==> config.mk <==
export PLATFORM = sky130hd
export DESIGN_NAME = ntbar_regs
export DESIGN_NICKNAME = d
export VERILOG_FILES = /design/src/logic/ntbar_pkg.sv /design/src/logic/ntbar_bar_image.sv /design/src/logic/ntbar_regs.sv
export SDC_FILE = /design/constraint.sdc
export NUM_CORES = 1
export LEC_CHECK = 0
export BUFFER_PORTS_ARGS = -buffer_cell sky130_fd_sc_hd__buf_4
export CAP_MARGIN = 20
export CORE_MARGIN = 4
export CORE_UTILIZATION = 30
export DETAILED_ROUTE_END_ITERATION = 12
export GPL_ROUTABILITY_DRIVEN = 1
export PLACE_DENSITY = 0.55
export SLEW_MARGIN = 20
export SYNTH_ARGS = -nofsm -noshare
export SYNTH_HDL_FRONTEND = slang
export SYNTH_HIERARCHICAL = 1
export SYNTH_SLANG_ARGS = --single-unit
export TNS_END_PERCENT = 30
==> constraint.sdc <==
create_clock -name clk_i -period 3 [get_ports clk_i]
set_input_delay 0.3 -clock clk_i [delete_from_list [all_inputs] [get_ports clk_i]]
set_output_delay 0.3 -clock clk_i [all_outputs]
set_load 0.05 [all_outputs]
==> src/logic/ntbar_pkg.sv <==
// ----------------------------------------------------------------
// register map, field layout and reset values of the window setup
// ----------------------------------------------------------------
package ntbar_pkg;
    // word offsets on the configuration bus (byte addresses)
    localparam logic [7:0] NTBAR_W1_REMAP_OFF = 8'h88; // upper half of 64-bit remap
    localparam logic [7:0] NTBAR_W2_CFG_OFF = 8'h8C; // window2_config
    localparam logic [7:0] NTBAR_W2_REMAP_OFF = 8'h90; // window2_remap_base
    localparam logic [7:0] NTBAR_W3_CFG_OFF = 8'h94; // window3_config
    localparam logic [7:0] NTBAR_W2_BAR_OFF = 8'h98; // window 2 base as the far side sees it
    localparam logic [7:0] NTBAR_W3_BAR_OFF = 8'h9C; // window 3 base as the far side sees it

    // setup register fields
    localparam int NTBAR_KIND_BIT = 0; // space_kind_select: 0 memory, 1 i/o
    localparam int NTBAR_WIDTH_LO = 1; // address width code, low bit
    localparam int NTBAR_WIDTH_HI = 2; // address width code, high bit
    localparam int NTBAR_CACHE_BIT = 3; // cacheable_window_select
    localparam int NTBAR_EN_BIT = 31; // window enable
    localparam int NTBAR_BASE_LO = 4; // lowest bit of window_base_field

    // address width codes
    localparam logic [1:0] NTBAR_WIDTH_32 = 2'h0;
    localparam logic [1:0] NTBAR_WIDTH_64 = 2'h2;

    // writable bits of each register; all others are stored as zero
    localparam logic [31:0] NTBAR_W1_REMAP_WMASK = 32'hFFFFFFFF;
    localparam logic [31:0] NTBAR_W2_CFG_WMASK = 32'h800003FF;
    localparam logic [31:0] NTBAR_W3_CFG_WMASK = 32'h800003F9;
    localparam logic [31:0] NTBAR_REMAP_WMASK = 32'hFFFFFFF0;
    localparam logic [31:0] NTBAR_BASE_WMASK = 32'hFFFFFFF0;
    localparam logic [31:0] NTBAR_FULL_WMASK = 32'hFFFFFFFF;

    // power-on value of every setup register
    localparam logic [31:0] NTBAR_REG_RESET = 32'h00000000;
endpackage

==> src/logic/ntbar_bar_image.sv <==
`timescale 1ns/100ps
// ----------------------------------------------------------------
// read image of one window base as seen from the far side
// ----------------------------------------------------------------
module ntbar_bar_image
    import ntbar_pkg::*;
(
    input wire logic enable_i,
    input wire logic upper_half_i,
    input wire logic [3:0] attr_i,
    input wire logic [31:0] base_i,
    output logic [31:0] image_o
);
    // a disabled window reads as all zero
    // the upper half of a paired window is plain address bits, no attributes
    wire [31:0] low_image = {base_i[31:NTBAR_BASE_LO], attr_i};
    wire [31:0] live_image = upper_half_i ? base_i : low_image;

    assign image_o = enable_i ? live_image : 32'h00000000;
endmodule

==> src/logic/ntbar_regs.sv <==
`timescale 1ns/100ps
// How it works
// - enable bit clear makes window read zero
// - setup survives link and hot resets
// - window 2 remap field gives translated base
// - 64-bit remap joins window 1 upper half
// - memory plus 64-bit pairs window 3 upper
// - paired window 3 setup reads zero, ignores writes
// - window 3 space kind shown in image
// - i/o space forces address width zero
// - window 3 supports only 32-bit width code
// - window 3 cacheable bit shown in image
// - width code 2 means 64-bit addressing
module ntbar_regs
    import ntbar_pkg::*;
(
    input wire logic clk_i,
    input wire logic rst_i,
    input wire logic cold_rst_i,
    input wire logic cyc_i,
    input wire logic stb_i,
    input wire logic we_i,
    input wire logic [7:0] adr_i,
    input wire logic [3:0] sel_i,
    input wire logic [31:0] dat_i,
    output logic [31:0] dat_o,
    output logic ack_o,
    output logic [63:0] remapped_window_base_o,
    output logic window2_enable_o,
    output logic window3_enable_o,
    output logic window2_wide_o
);
    // ----------------------------------------------------------------
    // storage
    // ----------------------------------------------------------------
    logic [31:0] w1_remap_reg; // window1_remap_base
    logic [31:0] w2_cfg_reg; // window2_config
    logic [31:0] w2_remap_reg; // window2_remap_base
    logic [31:0] w3_cfg_reg; // window3_config as stored
    logic [31:0] w2_base_reg; // window 2 base field
    logic [31:0] w3_base_reg; // window 3 base, or upper half of window 2
    logic ack_reg; // bus acknowledge
    logic [31:0] dat_reg; // bus read data
    logic [63:0] remap_reg; // translated base towards the datapath
    logic w2_en_reg; // window 2 live
    logic w3_en_reg; // window 3 live
    logic wide_reg; // window 2 uses 64-bit addressing

    // ----------------------------------------------------------------
    // bus decode
    // ----------------------------------------------------------------
    // a request is seen on the first cycle, the write lands on the ack edge
    wire req = cyc_i & stb_i;
    wire rd_take = req & ~we_i & ~ack_reg;
    wire wr_fire = req & we_i & ack_reg;
    wire [7:0] word_adr = {adr_i[7:2], 2'b00};
    wire hit_w1r = word_adr == NTBAR_W1_REMAP_OFF;
    wire hit_w2c = word_adr == NTBAR_W2_CFG_OFF;
    wire hit_w2r = word_adr == NTBAR_W2_REMAP_OFF;
    wire hit_w3c = word_adr == NTBAR_W3_CFG_OFF;
    wire hit_w2b = word_adr == NTBAR_W2_BAR_OFF;
    wire hit_w3b = word_adr == NTBAR_W3_BAR_OFF;
    // byte lanes the master wants to change
    wire [31:0] lane_mask = {{8{sel_i[3]}}, {8{sel_i[2]}}, {8{sel_i[1]}}, {8{sel_i[0]}}};

    // ----------------------------------------------------------------
    // window pairing
    // ----------------------------------------------------------------
    wire [1:0] w2_width = w2_cfg_reg[NTBAR_WIDTH_HI:NTBAR_WIDTH_LO];
    // memory space plus width code 2 turns window 3 into an upper half
    wire paired = ~w2_cfg_reg[NTBAR_KIND_BIT] & (w2_width == NTBAR_WIDTH_64);
    wire w2_en = w2_cfg_reg[NTBAR_EN_BIT];
    wire w3_en = w3_cfg_reg[NTBAR_EN_BIT];
    // paired window 3 setup is hidden behind a constant zero
    wire [31:0] w3_cfg_view = paired ? 32'h00000000 : w3_cfg_reg;

    // ----------------------------------------------------------------
    // next values of the setup registers
    // ----------------------------------------------------------------
    // byte merge keeps lanes the master did not select
    wire [31:0] w1_merge = (w1_remap_reg & ~lane_mask) | (dat_i & lane_mask);
    wire [31:0] w2c_merge = (w2_cfg_reg & ~lane_mask) | (dat_i & lane_mask);
    wire [31:0] w2r_merge = (w2_remap_reg & ~lane_mask) | (dat_i & lane_mask);
    wire [31:0] w3c_merge = (w3_cfg_reg & ~lane_mask) | (dat_i & lane_mask);
    wire [31:0] w2b_merge = (w2_base_reg & ~lane_mask) | (dat_i & lane_mask);
    wire [31:0] w3b_merge = (w3_base_reg & ~lane_mask) | (dat_i & lane_mask);

    wire [31:0] w1_next = w1_merge & NTBAR_W1_REMAP_WMASK;
    wire [31:0] w2r_next = w2r_merge & NTBAR_REMAP_WMASK;
    wire [31:0] w2c_keep = w2c_merge & NTBAR_W2_CFG_WMASK;
    // i/o space has no width choice, the width code drops to zero
    wire [31:0] w2c_next = w2c_keep[NTBAR_KIND_BIT] ? (w2c_keep & 32'hFFFFFFF9) : w2c_keep;
    // window 3 width bits are never stored, so codes 1 to 3 cannot stick
    wire [31:0] w3c_next = w3c_merge & NTBAR_W3_CFG_WMASK;
    wire [31:0] w2b_next = w2b_merge & NTBAR_BASE_WMASK;
    // as an upper half every bit of window 3 is address
    wire [31:0] w3b_mask = paired ? NTBAR_FULL_WMASK : NTBAR_BASE_WMASK;
    wire [31:0] w3b_next = w3b_merge & w3b_mask;

    // ----------------------------------------------------------------
    // window images seen by the far side
    // ----------------------------------------------------------------
    wire [31:0] w2_image;
    wire [31:0] w3_image;
    wire w3_live = paired ? w2_en : w3_en;

    // window 2 image, zero while disabled
    ntbar_bar_image u_w2_image (
        .enable_i(w2_en),
        .upper_half_i(1'b0),
        .attr_i(w2_cfg_reg[3:0]),
        .base_i(w2_base_reg),
        .image_o(w2_image)
    );

    // window 3 image: own attributes, or upper address of window 2
    ntbar_bar_image u_w3_image (
        .enable_i(w3_live),
        .upper_half_i(paired),
        .attr_i(w3_cfg_view[3:0]),
        .base_i(w3_base_reg),
        .image_o(w3_image)
    );

    // ----------------------------------------------------------------
    // read selection
    // ----------------------------------------------------------------
    // unmapped words are acknowledged and read as zero
    wire [31:0] rd_mux =
        hit_w1r ? w1_remap_reg :
        hit_w2c ? w2_cfg_reg :
        hit_w2r ? w2_remap_reg :
        hit_w3c ? w3_cfg_view :
        hit_w2b ? w2_image :
        hit_w3b ? w3_image : 32'h00000000;

    // translated base: upper word only in 64-bit mode
    wire [31:0] remap_hi = paired ? w1_remap_reg : 32'h00000000;
    wire [63:0] remap_calc = {remap_hi, w2_remap_reg};

    // ----------------------------------------------------------------
    // bus handshake
    // ----------------------------------------------------------------
    // ack rises one cycle after the request and drops the cycle after
    always_ff @(posedge clk_i) begin
        if (rst_i || cold_rst_i) begin
            ack_reg <= 1'b0;
            dat_reg <= 32'h00000000;
        end else begin
            ack_reg <= req & ~ack_reg;
            // read data is latched with the ack and held while it stands
            if (rd_take) begin
                dat_reg <= rd_mux;
            end
        end
    end

    // ----------------------------------------------------------------
    // setup registers
    // ----------------------------------------------------------------
    // only the cold start clears them, so a link or hot reset leaves the
    // windows intact; the price is that software owns all cleanup
    always_ff @(posedge clk_i) begin
        if (cold_rst_i) begin
            w1_remap_reg <= NTBAR_REG_RESET;
            w2_cfg_reg <= NTBAR_REG_RESET;
            w2_remap_reg <= NTBAR_REG_RESET;
            w3_cfg_reg <= NTBAR_REG_RESET;
        end else if (wr_fire) begin
            if (hit_w1r) begin
                w1_remap_reg <= w1_next;
            end
            if (hit_w2c) begin
                w2_cfg_reg <= w2c_next;
            end
            if (hit_w2r) begin
                w2_remap_reg <= w2r_next;
            end
            // writes bounce off while window 3 is an upper half
            if (hit_w3c && !paired) begin
                w3_cfg_reg <= w3c_next;
            end
        end
    end

    // ----------------------------------------------------------------
    // window base fields
    // ----------------------------------------------------------------
    // a disabled window holds a read-only zero image, so writes are dropped
    always_ff @(posedge clk_i) begin
        if (cold_rst_i) begin
            w2_base_reg <= NTBAR_REG_RESET;
            w3_base_reg <= NTBAR_REG_RESET;
        end else if (wr_fire) begin
            if (hit_w2b && w2_en) begin
                w2_base_reg <= w2b_next;
            end
            if (hit_w3b && w3_live) begin
                w3_base_reg <= w3b_next;
            end
        end
    end

    // ----------------------------------------------------------------
    // outputs towards the address datapath
    // ----------------------------------------------------------------
    // registered, so the datapath sees each setup change one edge later
    always_ff @(posedge clk_i) begin
        if (rst_i || cold_rst_i) begin
            remap_reg <= 64'h0000000000000000;
            w2_en_reg <= 1'b0;
            w3_en_reg <= 1'b0;
            wide_reg <= 1'b0;
        end else begin
            remap_reg <= remap_calc;
            w2_en_reg <= w2_en;
            w3_en_reg <= w3_en & ~paired;
            wide_reg <= paired;
        end
    end

    assign dat_o = dat_reg;
    assign ack_o = ack_reg;
    assign remapped_window_base_o = remap_reg;
    assign window2_enable_o = w2_en_reg;
    assign window3_enable_o = w3_en_reg;
    assign window2_wide_o = wide_reg;
endmodule

# Yosys cells after proc, flatten, opt, wreduce, memory -nomap -nowiden

Cells that the tools add are included.

Output and inout bits: 100
Input port bits: 50
Flip-flop bits (word level): 257

Equal/unequal tests: 7
Multiplexer cells: 13
Reduce and logical (&&, ||, !) cells: 12
Bitwise logic cells: 27

Operators by type and width:

| operator             | number |
|---|---|
| $mux W32             | 9 |
| $and A32 B32 Y32     | 8 |
| $or A32 B32 Y32      | 6 |
| $eq A6 B6 Y1 const B | 6 |
| $not A32 Y32         | 1 |
| $reduce_and A2 Y1    | 6 |
| $and A1 B1 Y1        | 8 |
| $mux W4              | 2 |
| $not A1 Y1           | 4 |
| $logic_and A1 B1 Y1  | 3 |
| $mux W3              | 1 |
| $eq A2 B2 Y1 const B | 1 |
| $reduce_or A2 Y1     | 1 |
| $logic_not A1 Y1     | 1 |
| $logic_or A1 B1 Y1   | 1 |
| $mux W1              | 1 |

# Logic depth before layout (Yosys ltp)

Gate-level depths: netlist of run 1.

Depth after elaboration: 11
Depth in mapped cells: 11
Gate-level depth less buffers: 8

# Cells and area by module

Netlist of run 1, hierarchy kept.

Modules (own cells, without submodules):

| module          | cells each | area an instance (µm²) | times used |
|---|---|---|---|
| ntbar_regs      | 939        | 9487.8                 | 1 |
| ntbar_bar_image | 40         | 290.3                  | 2 |

# Worst setup path before layout of run 1

OpenSTA, ideal clock, no wires.

Path kind: reg2reg
Start point: register w2_cfg_reg[0]
End point: register dat_reg[3], in the netlist dat_o[3]
Buffers on the path: 3
Required time: 2.873 ns
Cell stages (with the launch flop): 12
Arrival: 2.356 ns
Slack: 0.517 ns
Clock period less this slack: 2.483 ns
Path through: dfxtp_1 > or3b_1 > buf_4 > mux2i_4 > inv_2 > buf_6 > buf_4 > nor2b_1 > mux2_2 > a32o_1 > a221oi_1 > nor3_1

RTL lines:

| item                   | RTL line              | source |
|---|---|---|
| from (decl)            | ntbar_regs.sv:37      | `logic [31:0] w2_cfg_reg;` |
| from (signal assigned) | ntbar_regs.sv:174     | `w2_cfg_reg <= w2c_next;` |
| $not A1 Y1             | ntbar_regs.sv:71      | `wire paired = ~w2_cfg_reg[NTBAR_KIND_BIT] & (w2_width == NTBAR_WIDTH_64);` |
| $and A1 B1 Y1          | ntbar_regs.sv:71      |  |
| $mux W1                | ntbar_regs.sv:105     | `wire w3_live = paired ? w2_en : w3_en;` |
| net w3_live            | ntbar_regs.sv:105     |  |
| $mux W32               | ntbar_bar_image.sv:19 | `assign image_o = enable_i ? live_image : 32'h00000000;` |
| net w3_image[3]        | ntbar_regs.sv:104     | `wire [31:0] w3_image;` |
| $mux W32               | ntbar_regs.sv:135     | `hit_w3b ? w3_image : 32'h00000000;` |
| $mux W32               | ntbar_regs.sv:134     | `hit_w2b ? w2_image :` |
| $mux W32               | ntbar_regs.sv:133     | `hit_w3c ? w3_cfg_view :` |
| $mux W32               | ntbar_regs.sv:132     | `hit_w2r ? w2_remap_reg :` |
| $mux W32               | ntbar_regs.sv:131     | `hit_w2c ? w2_cfg_reg :` |
| $mux W32               | ntbar_regs.sv:130     | `hit_w1r ? w1_remap_reg :` |
| to (signal assigned)   | ntbar_regs.sv:153     | `dat_reg <= rd_mux;` |
| to (decl)              | ntbar_regs.sv:43      | `logic [31:0] dat_reg;` |

The timed path passes the listed nets, and every way through them passes these cells.
A chain may end at the register's enable or synchronous reset.

# Worst setup path in the final report of run 1

Start point: register w2_cfg_reg[2]
End point: register dat_reg[3], in the netlist dat_o[3]

Word-level cells in the longest chain between the ends: 11

RTL lines:

| item            | RTL line              | source |
|---|---|---|
| $eq A2 B2 Y1 *  | ntbar_regs.sv:71      |  |
| $and A1 B1 Y1 * | ntbar_regs.sv:71      |  |
| $mux W32        | ntbar_regs.sv:75      | `wire [31:0] w3_cfg_view = paired ? 32'h00000000 : w3_cfg_reg;` |
| $mux W4         | ntbar_bar_image.sv:17 | `wire [31:0] live_image = upper_half_i ? base_i : low_image;` |
| $mux W32 *      | ntbar_bar_image.sv:19 |  |
| net w3_image[3] | ntbar_regs.sv:104     |  |
| $mux W32 *      | ntbar_regs.sv:135     |  |
| $mux W32 *      | ntbar_regs.sv:134     |  |
| $mux W32 *      | ntbar_regs.sv:133     |  |
| $mux W32 *      | ntbar_regs.sv:132     |  |
| $mux W32 *      | ntbar_regs.sv:131     |  |
| $mux W32 *      | ntbar_regs.sv:130     |  |

Mark *: on every way through the listed nets, which the timed path passes. The rest lies on a longest branch.

==> results of run 1 <==
==> metrics by stage <==
stage,area (µm²),power [W],std cells,utilization (%),hold slack [ns]
after global routing,12540,0.007216,1604,38.25,0.005959
after detailed placement,11590,0.003557,1556,35.35,0.4556
after CTS,12540,0.007049,1604,38.25,0.002019
after global placement,11590,0.003556,1556,35.35,0.4489
after floorplan,10110,0.003409,1029,-,0.4327
final,12540,0.006954,1605,38.25,0.02006
==> worst paths after layout <==
path | endpoint | from | slack [ns] | cells past startpoint
hold / removal | w2_cfg_reg[1]$_SDFFE_PP0P_ | dat_i[1] | 0.02 | 2
setup reg to reg | dat_o[3]$_SDFFE_PP0P_ | w2_cfg_reg[2]$_SDFFE_PP0P_ | 0.45 | 8
setup / recovery | dat_o[3]$_SDFFE_PP0P_ | w2_cfg_reg[2]$_SDFFE_PP0P_ | 0.45 | 8
hold reg to reg | flip-flop | flip-flop | 0.46 | 2
==> cell families after synthesis <==
logic type             after synthesis  synth area share (%)
muxes                              148                 15.37
buffers and inverters               92                 4.623
other                                1               0.03725
and+or+nand+nor                    372                 22.22
DFF                                236                 46.92
AOI/OAI and AO/OA                  170                 10.82
==> layout make-up <==
type	instances	area share, %
inverters	6	0.1796
diodes	1	0.01995
well taps	442	4.410
multi-input cells	701	39.42
clock buffers	35	6.186
flip-flops and latches	236	37.67
repair buffers	171	10.74
clock inverters	13	1.377
==> placed cells by master, fill, tap and decap left out, types with 6 or more instances in the layout <==
| cell type | Yosys | layout |
|---|---|---|
| sky130_fd_sc_hd__a211oi_1 | 7 | 7 |
| sky130_fd_sc_hd__a21oi_1 | 53 | 53 |
| sky130_fd_sc_hd__a221oi_1 | 30 | 30 |
| sky130_fd_sc_hd__and2_1 | 47 | 47 |
| sky130_fd_sc_hd__and2_2 | 40 | 40 |
| sky130_fd_sc_hd__and3_1 | 34 | 34 |
| sky130_fd_sc_hd__buf_4 | 13 | 166 |
| sky130_fd_sc_hd__clkbuf_16 | 0 | 27 |
| sky130_fd_sc_hd__clkbuf_8 | 0 | 7 |
| sky130_fd_sc_hd__clkinv_2 | 0 | 7 |
| sky130_fd_sc_hd__conb_1 | 1 | 11 |
| sky130_fd_sc_hd__dfxtp_1 | 236 | 236 |
| sky130_fd_sc_hd__mux2_2 | 23 | 23 |
| sky130_fd_sc_hd__mux2i_1 | 122 | 122 |
| sky130_fd_sc_hd__nand2_1 | 28 | 28 |
| sky130_fd_sc_hd__nand2b_1 | 26 | 26 |
| sky130_fd_sc_hd__nand3_1 | 14 | 14 |
| sky130_fd_sc_hd__nand4_1 | 27 | 27 |
| sky130_fd_sc_hd__nor2_1 | 99 | 97 |
| sky130_fd_sc_hd__nor2b_1 | 9 | 9 |
| sky130_fd_sc_hd__nor3_1 | 13 | 12 |
| sky130_fd_sc_hd__o21ai_0 | 39 | 39 |
| sky130_fd_sc_hd__o221ai_1 | 6 | 6 |
| sky130_fd_sc_hd__o22ai_1 | 6 | 6 |
| sky130_fd_sc_hd__o31ai_1 | 22 | 22 |
==> metal layers <==
layer | GRT usage (%) | up-vias
li1 | - | 3872
met1 | 21.11 | 3753
met2 | 25.49 | 162
met3 | 3.488 | 43
met4 | 3.564 | 4
met5 | 0 | -
==> where the power goes <==
part | internal, W | leakage [nW] | total (W) | switching (W)
clock network | 0.00215 | 0.476 | 0.00347 | 0.00131
registers | 0.00314 | 1.90 | 0.00315 | 0.00000579
logic | 0.000105 | 3.34 | 0.000338 | 0.000232
total | 0.00540 | 5.72 | 0.00695 | 0.00155
==> impl_metrics.xml, run 1 <==
<?xml version="1.0" encoding="UTF-8"?>
<metrics>
  <group name="run_status">
    <metric name="outcome" unit="">completed</metric>
  </group>
  <group name="floorplan">
    <metric name="die_h" unit="µm">191.2</metric>
    <metric name="floorplan.initialDensity" unit="%">30.71</metric>
    <metric name="floorplan_die_area" unit="mm²">0.03656</metric>
    <metric name="die_w" unit="µm">191.2</metric>
    <metric name="design.core.area" unit="mm²">0.03278</metric>
    <metric name="pin_count" unit="">150</metric>
    <metric name="num_rows" unit="">66</metric>
  </group>
  <group name="logic_synthesis">
    <metric name="yosys_most_used_dff" unit="">sky130_fd_sc_hd__dfxtp_1</metric>
    <metric name="synth.distinct_cells" unit="">55</metric>
    <metric name="synthMostInstantiatedCell" unit="">sky130_fd_sc_hd__dfxtp_1</metric>
    <metric name="ys_seq_area_share" unit="%">46.92</metric>
    <metric name="synth_top_cells_by_count" unit="">sky130_fd_sc_hd__dfxtp_1, sky130_fd_sc_hd__mux2i_1, sky130_fd_sc_hd__nor2_1, sky130_fd_sc_hd__a21oi_1, sky130_fd_sc_hd__and2_1</metric>
    <metric name="synth_enable_flop_cells" unit="">0</metric>
    <metric name="ys_ff_latch" unit="">236</metric>
    <metric name="synth_top_cell_area_share" unit="%">46.92</metric>
    <metric name="post_synth_inst_count" unit="">1019</metric>
    <metric name="synth-warning-count" unit="">6</metric>
    <metric name="synth.largest_area_cell" unit="">sky130_fd_sc_hd__dfxtp_1</metric>
    <metric name="async_reset_ff_share" unit="%">0</metric>
    <metric name="synth_area_leaders" unit="">sky130_fd_sc_hd__dfxtp_1, sky130_fd_sc_hd__mux2i_1, sky130_fd_sc_hd__nor2_1</metric>
    <metric name="syn_area" unit="mm²">0.01007</metric>
    <metric name="synthesized_area_per_cell" unit="µm²">9.881</metric>
  </group>
  <group name="run">
    <metric name="cap_violations" unit="">0</metric>
  </group>
  <group name="setup_path">
    <metric name="cp_slowest_cell" unit="">sky130_fd_sc_hd__or3b_1</metric>
    <metric name="crit_path_cell_trace" unit="">or3b_1, mux2i_4, inv_2, nor2b_1, mux2_2, a32o_1, a221oi_1, nor3_1</metric>
    <metric name="critPathArrivalTime" unit="ns">2.95</metric>
    <metric name="critical-path-top-delay-family" unit="">simple AND/OR/NAND/NOR gates</metric>
    <metric name="cp_capture_type" unit="">flip-flop</metric>
    <metric name="timing.critical_path.required" unit="ns">3.40</metric>
    <metric name="worstSetupPathType" unit="">reg2reg</metric>
    <metric name="startpoint_kind_of_the_worst_setup_timing_path" unit="">flip-flop</metric>
    <metric name="cp.buffers_inverters" unit="">1</metric>
    <metric name="critical_path_peak_fanout" unit="">18</metric>
    <metric name="crit_path_max_incr_delay" unit="ns">0.57</metric>
  </group>
  <group name="timing">
    <metric name="setup_viol" unit="">0</metric>
    <metric name="grt_setup_unrepaired" unit="">no</metric>
    <metric name="fmax" unit="MHz">391.9</metric>
    <metric name="finalWorstPathRequiredPeriod" unit="ns">2.551</metric>
    <metric name="skew_final" unit="ns">0.01244</metric>
    <metric name="max_slew_margin" unit="%">38.07</metric>
    <metric name="finalCritPeriodShare" unit="%">85.05</metric>
    <metric name="slew_violations" unit="">0</metric>
    <metric name="hold_viol_final" unit="">0</metric>
    <metric name="layout_setup_ws" unit="ns">0.4486</metric>
    <metric name="totalNegativeSetupSlack" unit="ns">0</metric>
    <metric name="worst_pin_slew" unit="ns">0.9289</metric>
  </group>
  <group name="power_and_ir_drop">
    <metric name="ir_drop" unit="mV">0.3567</metric>
    <metric name="p_leak" unit="nW">5.715</metric>
    <metric name="pwr_density_cell" unit="mW/mm²">554.5</metric>
  </group>
  <group name="final_layout">
    <metric name="filler_cell_count" unit="">3311</metric>
    <metric name="finalNetCount" unit="">1193</metric>
    <metric name="ff_latch_area" unit="mm²">0.004725</metric>
    <metric name="area_of_combinational_cells_with_multiple_inputs" unit="mm²">0.004943</metric>
    <metric name="share_of_layout_cells_above_drive_strength_1" unit="%">26.85</metric>
    <metric name="area_growth" unit="%">24.56</metric>
  </group>
  <group name="routing">
    <metric name="vias_per_cell" unit="">4.881</metric>
    <metric name="routed-via-count" unit="">7834</metric>
    <metric name="routed.top_layer" unit="">met5</metric>
    <metric name="drt.antenna.violating_nets" unit="">0</metric>
    <metric name="detailedRoute.firstIterationViolations" unit="">385</metric>
    <metric name="drc" unit="">0</metric>
    <metric name="route.met3.wl" unit="µm">1594</metric>
    <metric name="wl_met1" unit="µm">13560</metric>
    <metric name="wl_per_cell" unit="µm">18.19</metric>
    <metric name="drtPass1Iterations" unit="">5</metric>
    <metric name="routed-wl-met2" unit="µm">13410</metric>
    <metric name="detail_route.wirelength" unit="µm">29200</metric>
  </group>
  <group name="global_routing">
    <metric name="grt_overflow_total" unit="">0</metric>
    <metric name="grt.total_usage" unit="%">15.59</metric>
    <metric name="grt_pass1_wl" unit="µm">45850</metric>
    <metric name="grt_start_max_net_pins" unit="">85</metric>
    <metric name="antenna_found_initial" unit="">2</metric>
    <metric name="grt_pass1_vias" unit="">7919</metric>
  </group>
  <group name="cts">
    <metric name="clock_tree_from_tritoncts" unit="">built</metric>
    <metric name="cts_made_buffers" unit="">27</metric>
    <metric name="cts_post_setup_buffers_inserted" unit="">0</metric>
    <metric name="path_clk_slew" unit="ns">0.06</metric>
    <metric name="ctsResizeCount" unit="">0</metric>
    <metric name="h-tree-depth" unit="">1</metric>
    <metric name="clock_tree.buffer_depth" unit="">3</metric>
    <metric name="root_buffer" unit="">sky130_fd_sc_hd__clkbuf_16</metric>
    <metric name="cts_num_sinks" unit="">236</metric>
    <metric name="holdBufCountCts" unit="">0</metric>
    <metric name="clkLatencyLatePin" unit="ns">0.53</metric>
  </group>
  <group name="placement">
    <metric name="port_buffers" unit="">143</metric>
    <metric name="dpl_worst_slack" unit="ns">0.4643</metric>
    <metric name="routabilityCongestion" unit="">0.7854</metric>
    <metric name="dp_hpwl" unit="µm">19130</metric>
  </group>
  <group name="worst_hold_path">
    <metric name="min-delay-path-class" unit="">in2reg</metric>
  </group>
</metrics>
Power figures use the tool's default switching activity.
==> run 2: changes to the inputs <==
PLACE_DENSITY = 0.56   (was 0.55)
SYNTH_HIERARCHICAL = not set   (was 1)
==> run 2 against run 1 <==
  * Clock skew is 0.0040 ns lower
  * Routed wire length is 4.7% lower
  * Largest cell class is now sequential cells
  * Flip-flop and latch count stayed put
  * Register-to-register slack better by 0.23 ns
==> impl_metrics.xml, run 2 <==
<?xml version="1.0" encoding="UTF-8"?>
<metrics>
  <group name="worst_hold_path">
    <metric name="hold-path-endpoint" unit="">w3_base_reg[1]$_SDFFE_PP0P_</metric>
    <metric name="timing.hold.worst.start" unit="">dat_i[1]</metric>
    <metric name="hold_path_depth" unit="">2</metric>
    <metric name="min-delay-path-class" unit="">in2reg</metric>
  </group>
  <group name="logic_synthesis">
    <metric name="ys_seq_area_share" unit="%">53.28</metric>
    <metric name="ys_ff_latch" unit="">236</metric>
    <metric name="syn_area" unit="mm²">0.008867</metric>
    <metric name="synth_top_cell_area_share" unit="%">53.28</metric>
    <metric name="synthesized_area_per_cell" unit="µm²">8.779</metric>
    <metric name="synthMostInstantiatedCell" unit="">sky130_fd_sc_hd__dfxtp_1</metric>
    <metric name="async_reset_ff_share" unit="%">0</metric>
    <metric name="synth-warning-count" unit="">0</metric>
    <metric name="synth.largest_area_cell" unit="">sky130_fd_sc_hd__dfxtp_1</metric>
    <metric name="synth.distinct_cells" unit="">57</metric>
    <metric name="yosys_most_used_dff" unit="">sky130_fd_sc_hd__dfxtp_1</metric>
    <metric name="post_synth_inst_count" unit="">1010</metric>
    <metric name="synth_top_cells_by_count" unit="">sky130_fd_sc_hd__dfxtp_1, sky130_fd_sc_hd__nand2_1, sky130_fd_sc_hd__a21oi_1, sky130_fd_sc_hd__nor2_1, sky130_fd_sc_hd__o21ai_0</metric>
    <metric name="synth_enable_flop_cells" unit="">0</metric>
    <metric name="synth_area_leaders" unit="">sky130_fd_sc_hd__dfxtp_1, sky130_fd_sc_hd__nand2_1, sky130_fd_sc_hd__a21oi_1</metric>
  </group>
  <group name="timing">
    <metric name="skew_final" unit="ns">0.008470</metric>
    <metric name="totalNegativeSetupSlack" unit="ns">0</metric>
    <metric name="finalWorstPathRequiredPeriod" unit="ns">2.321</metric>
    <metric name="fmax" unit="MHz">430.8</metric>
    <metric name="slew_violations" unit="">0</metric>
    <metric name="max_slew_margin" unit="%">45.68</metric>
    <metric name="worst_pin_slew" unit="ns">0.8148</metric>
    <metric name="grt_setup_unrepaired" unit="">no</metric>
    <metric name="hold_viol_final" unit="">0</metric>
    <metric name="finalCritPeriodShare" unit="%">77.37</metric>
    <metric name="setup_viol" unit="">0</metric>
  </group>
  <group name="cts">
    <metric name="cts_made_buffers" unit="">26</metric>
    <metric name="ctsResizeCount" unit="">0</metric>
    <metric name="clock_tree_from_tritoncts" unit="">built</metric>
    <metric name="h-tree-depth" unit="">1</metric>
    <metric name="cts_post_setup_buffers_inserted" unit="">0</metric>
    <metric name="cts_num_sinks" unit="">236</metric>
    <metric name="clock_tree.buffer_depth" unit="">3</metric>
    <metric name="holdBufCountCts" unit="">0</metric>
    <metric name="root_buffer" unit="">sky130_fd_sc_hd__clkbuf_16</metric>
    <metric name="clkLatencyLatePin" unit="ns">0.52</metric>
    <metric name="path_clk_slew" unit="ns">0.06</metric>
  </group>
  <group name="floorplan">
    <metric name="floorplan.initialDensity" unit="%">30.65</metric>
    <metric name="design.core.area" unit="mm²">0.02894</metric>
    <metric name="die_w" unit="µm">179.9</metric>
    <metric name="pin_count" unit="">150</metric>
    <metric name="num_rows" unit="">62</metric>
    <metric name="floorplan_die_area" unit="mm²">0.03237</metric>
    <metric name="die_h" unit="µm">179.9</metric>
  </group>
  <group name="global_routing">
    <metric name="grt_overflow_total" unit="">0</metric>
    <metric name="antenna_found_initial" unit="">1</metric>
    <metric name="grt_start_max_net_pins" unit="">72</metric>
    <metric name="grt_pass1_vias" unit="">7426</metric>
    <metric name="grt.total_usage" unit="%">16.20</metric>
    <metric name="grt_pass1_wl" unit="µm">42790</metric>
  </group>
  <group name="setup_path">
    <metric name="cp_capture_type" unit="">flip-flop</metric>
    <metric name="crit-reg2reg-launch" unit="">ack_o$_SDFF_PP0_</metric>
    <metric name="critical_path_peak_fanout" unit="">14</metric>
    <metric name="setup.reg_to_reg.worst_slack" unit="ns">0.68</metric>
    <metric name="worstSetupPathType" unit="">reg2reg</metric>
    <metric name="cells_on_worst_reg2reg_path" unit="">5</metric>
    <metric name="timing.critical_path.required" unit="ns">3.44</metric>
    <metric name="critPathArrivalTime" unit="ns">2.76</metric>
    <metric name="startpoint_kind_of_the_worst_setup_timing_path" unit="">flip-flop</metric>
  </group>
  <group name="power_and_ir_drop">
    <metric name="p_leak" unit="nW">4.321</metric>
    <metric name="pwr_density_cell" unit="mW/mm²">581.1</metric>
    <metric name="ir_drop" unit="mV">0.3403</metric>
    <metric name="total_power" unit="W">0.006516</metric>
  </group>
  <group name="routing">
    <metric name="wl_per_cell" unit="µm">18.01</metric>
    <metric name="detail_route.wirelength" unit="µm">27830</metric>
    <metric name="vias_per_cell" unit="">5.003</metric>
    <metric name="drc" unit="">0</metric>
    <metric name="detailedRoute.firstIterationViolations" unit="">525</metric>
    <metric name="drtPass1Iterations" unit="">5</metric>
    <metric name="drt.antenna.violating_nets" unit="">0</metric>
    <metric name="routed-via-count" unit="">7730</metric>
  </group>
  <group name="final_layout">
    <metric name="mostFrequentLayoutCells" unit="">sky130_fd_sc_hd__dfxtp_1, sky130_fd_sc_hd__nand2_1, sky130_fd_sc_hd__buf_4</metric>
    <metric name="commonest_non_fill_non_tap_cell_in_the_layout" unit="">sky130_fd_sc_hd__dfxtp_1</metric>
    <metric name="share_of_layout_cells_above_drive_strength_1" unit="%">19.38</metric>
    <metric name="antenna_cells" unit="">0</metric>
    <metric name="area_growth" unit="%">26.47</metric>
    <metric name="finalNetCount" unit="">1191</metric>
  </group>
  <group name="run">
    <metric name="cap_violations" unit="">0</metric>
  </group>
  <group name="placement">
    <metric name="dp_hpwl" unit="µm">18740</metric>
    <metric name="routabilityCongestion" unit="">0.8153</metric>
    <metric name="port_buffers" unit="">143</metric>
  </group>
  <group name="run_status">
    <metric name="outcome" unit="">completed</metric>
  </group>
</metrics>
==> run 2: changes by cell type after synthesis, sizes merged, moves of 12 or more <==
cell,previous run,this run
mux2,23,0
buf,38,20
a221oi,30,10
nand4,37,1
o31ai,22,0
a21oi,53,132
a22oi,0,21
nand2,28,212
and2,87,32
a31oi,0,22
nand3,15,27
mux2i,123,43
nor2,101,63
nand2b,26,0
==> run 2: how the worst max path moves through the flow <==
stage / slack (ns) / start / to / cells after the start
after floorplan: 0.89 / ack_o$_SDFF_PP0_ / flip-flop / 8
after global placement: 0.65 / adr_i[2] / flip-flop / 7
after detailed placement: 0.63 / adr_i[2] / flip-flop / 7
after CTS: 0.71 / ack_o$_SDFF_PP0_ / flip-flop / 5
after global routing: 0.54 / ack_o$_SDFF_PP0_ / flip-flop / 5
final: 0.68 / ack_o$_SDFF_PP0_ / flip-flop / 5
==> run 2: metal layers <==
| metal | up-vias | track usage (%) | part of all wire, % |
|---|---|---|---|
| met3 | 42 | 3.193 | 5.7 |
| met1 | 3692 | 20.93 | 44 |
| met2 | 224 | 27.63 | 48 |
| met4 | 2 | 4.572 | 2.1 |
| li1 | 3770 | - | - |
| met5 | - | 0 | 0.047 |
==> run 2: logic make-up (layout without fill, tap and decap cells) <==
kind of cell / Yosys count / after routing / synth area share [%]
AOI/OAI and AO/OA: 255 / 255 / 16.69
buffers and inverters: 66 / 214 / 3.132
DFF: 236 / 236 / 53.28
muxes: 43 / 43 / 4.995
other: 1 / 4 / 0.04229
and+or+nand+nor: 409 / 409 / 21.86
==> run 2: worst max-delay path, cell delays in order, from the launching register on <==
cell and delay (ns):
sky130_fd_sc_hd__dfxtp_1 0.38, sky130_fd_sc_hd__and4_1 0.61, sky130_fd_sc_hd__nand2_1 0.31, sky130_fd_sc_hd__nor2_1 0.60
sky130_fd_sc_hd__nand2_1 0.12, sky130_fd_sc_hd__a21oi_1 0.19
==> run 2: metrics by stage <==
stage	utilization [%]	instance area [µm²]	hold slack, ns	cells	setup WS [ns]
floorplan	-	8879	0.4256	1013	0.8879
global placement	35.85	10370	0.4409	1497	0.6484
detailed placement	35.85	10370	0.4478	1497	0.6346
CTS	38.76	11210	0.01375	1545	0.7102
global route	38.76	11210	0.03160	1545	0.5383
finish	38.76	11210	0.02803	1545	0.6789
==> run 2: area by class of cell <==
| class | count | area [µm²] |
|---|---|---|
| fill | 2986 | 17720 |
| sequential | 236 | 4725 |
| multi-input combinational | 711 | 3899 |
| timing repair buffer | 162 | 1254 |
| clock buffer | 38 | 787.0 |
| tap | 384 | 480.5 |
| clock inverter | 10 | 55.05 |
| inverter | 4 | 15.01 |
==> run 2: where the power goes <==
| group | total (W) | leakage (nW) | internal (W) | switching, W |
|---|---|---|---|---|
| combinational | 0.000278 | 2.00 | 0.0000856 | 0.000192 |
| sequential | 0.00315 | 1.90 | 0.00314 | 0.00000583 |
| clock | 0.00309 | 0.419 | 0.00181 | 0.00128 |
| total | 0.00652 | 4.32 | 0.00504 | 0.00147 |
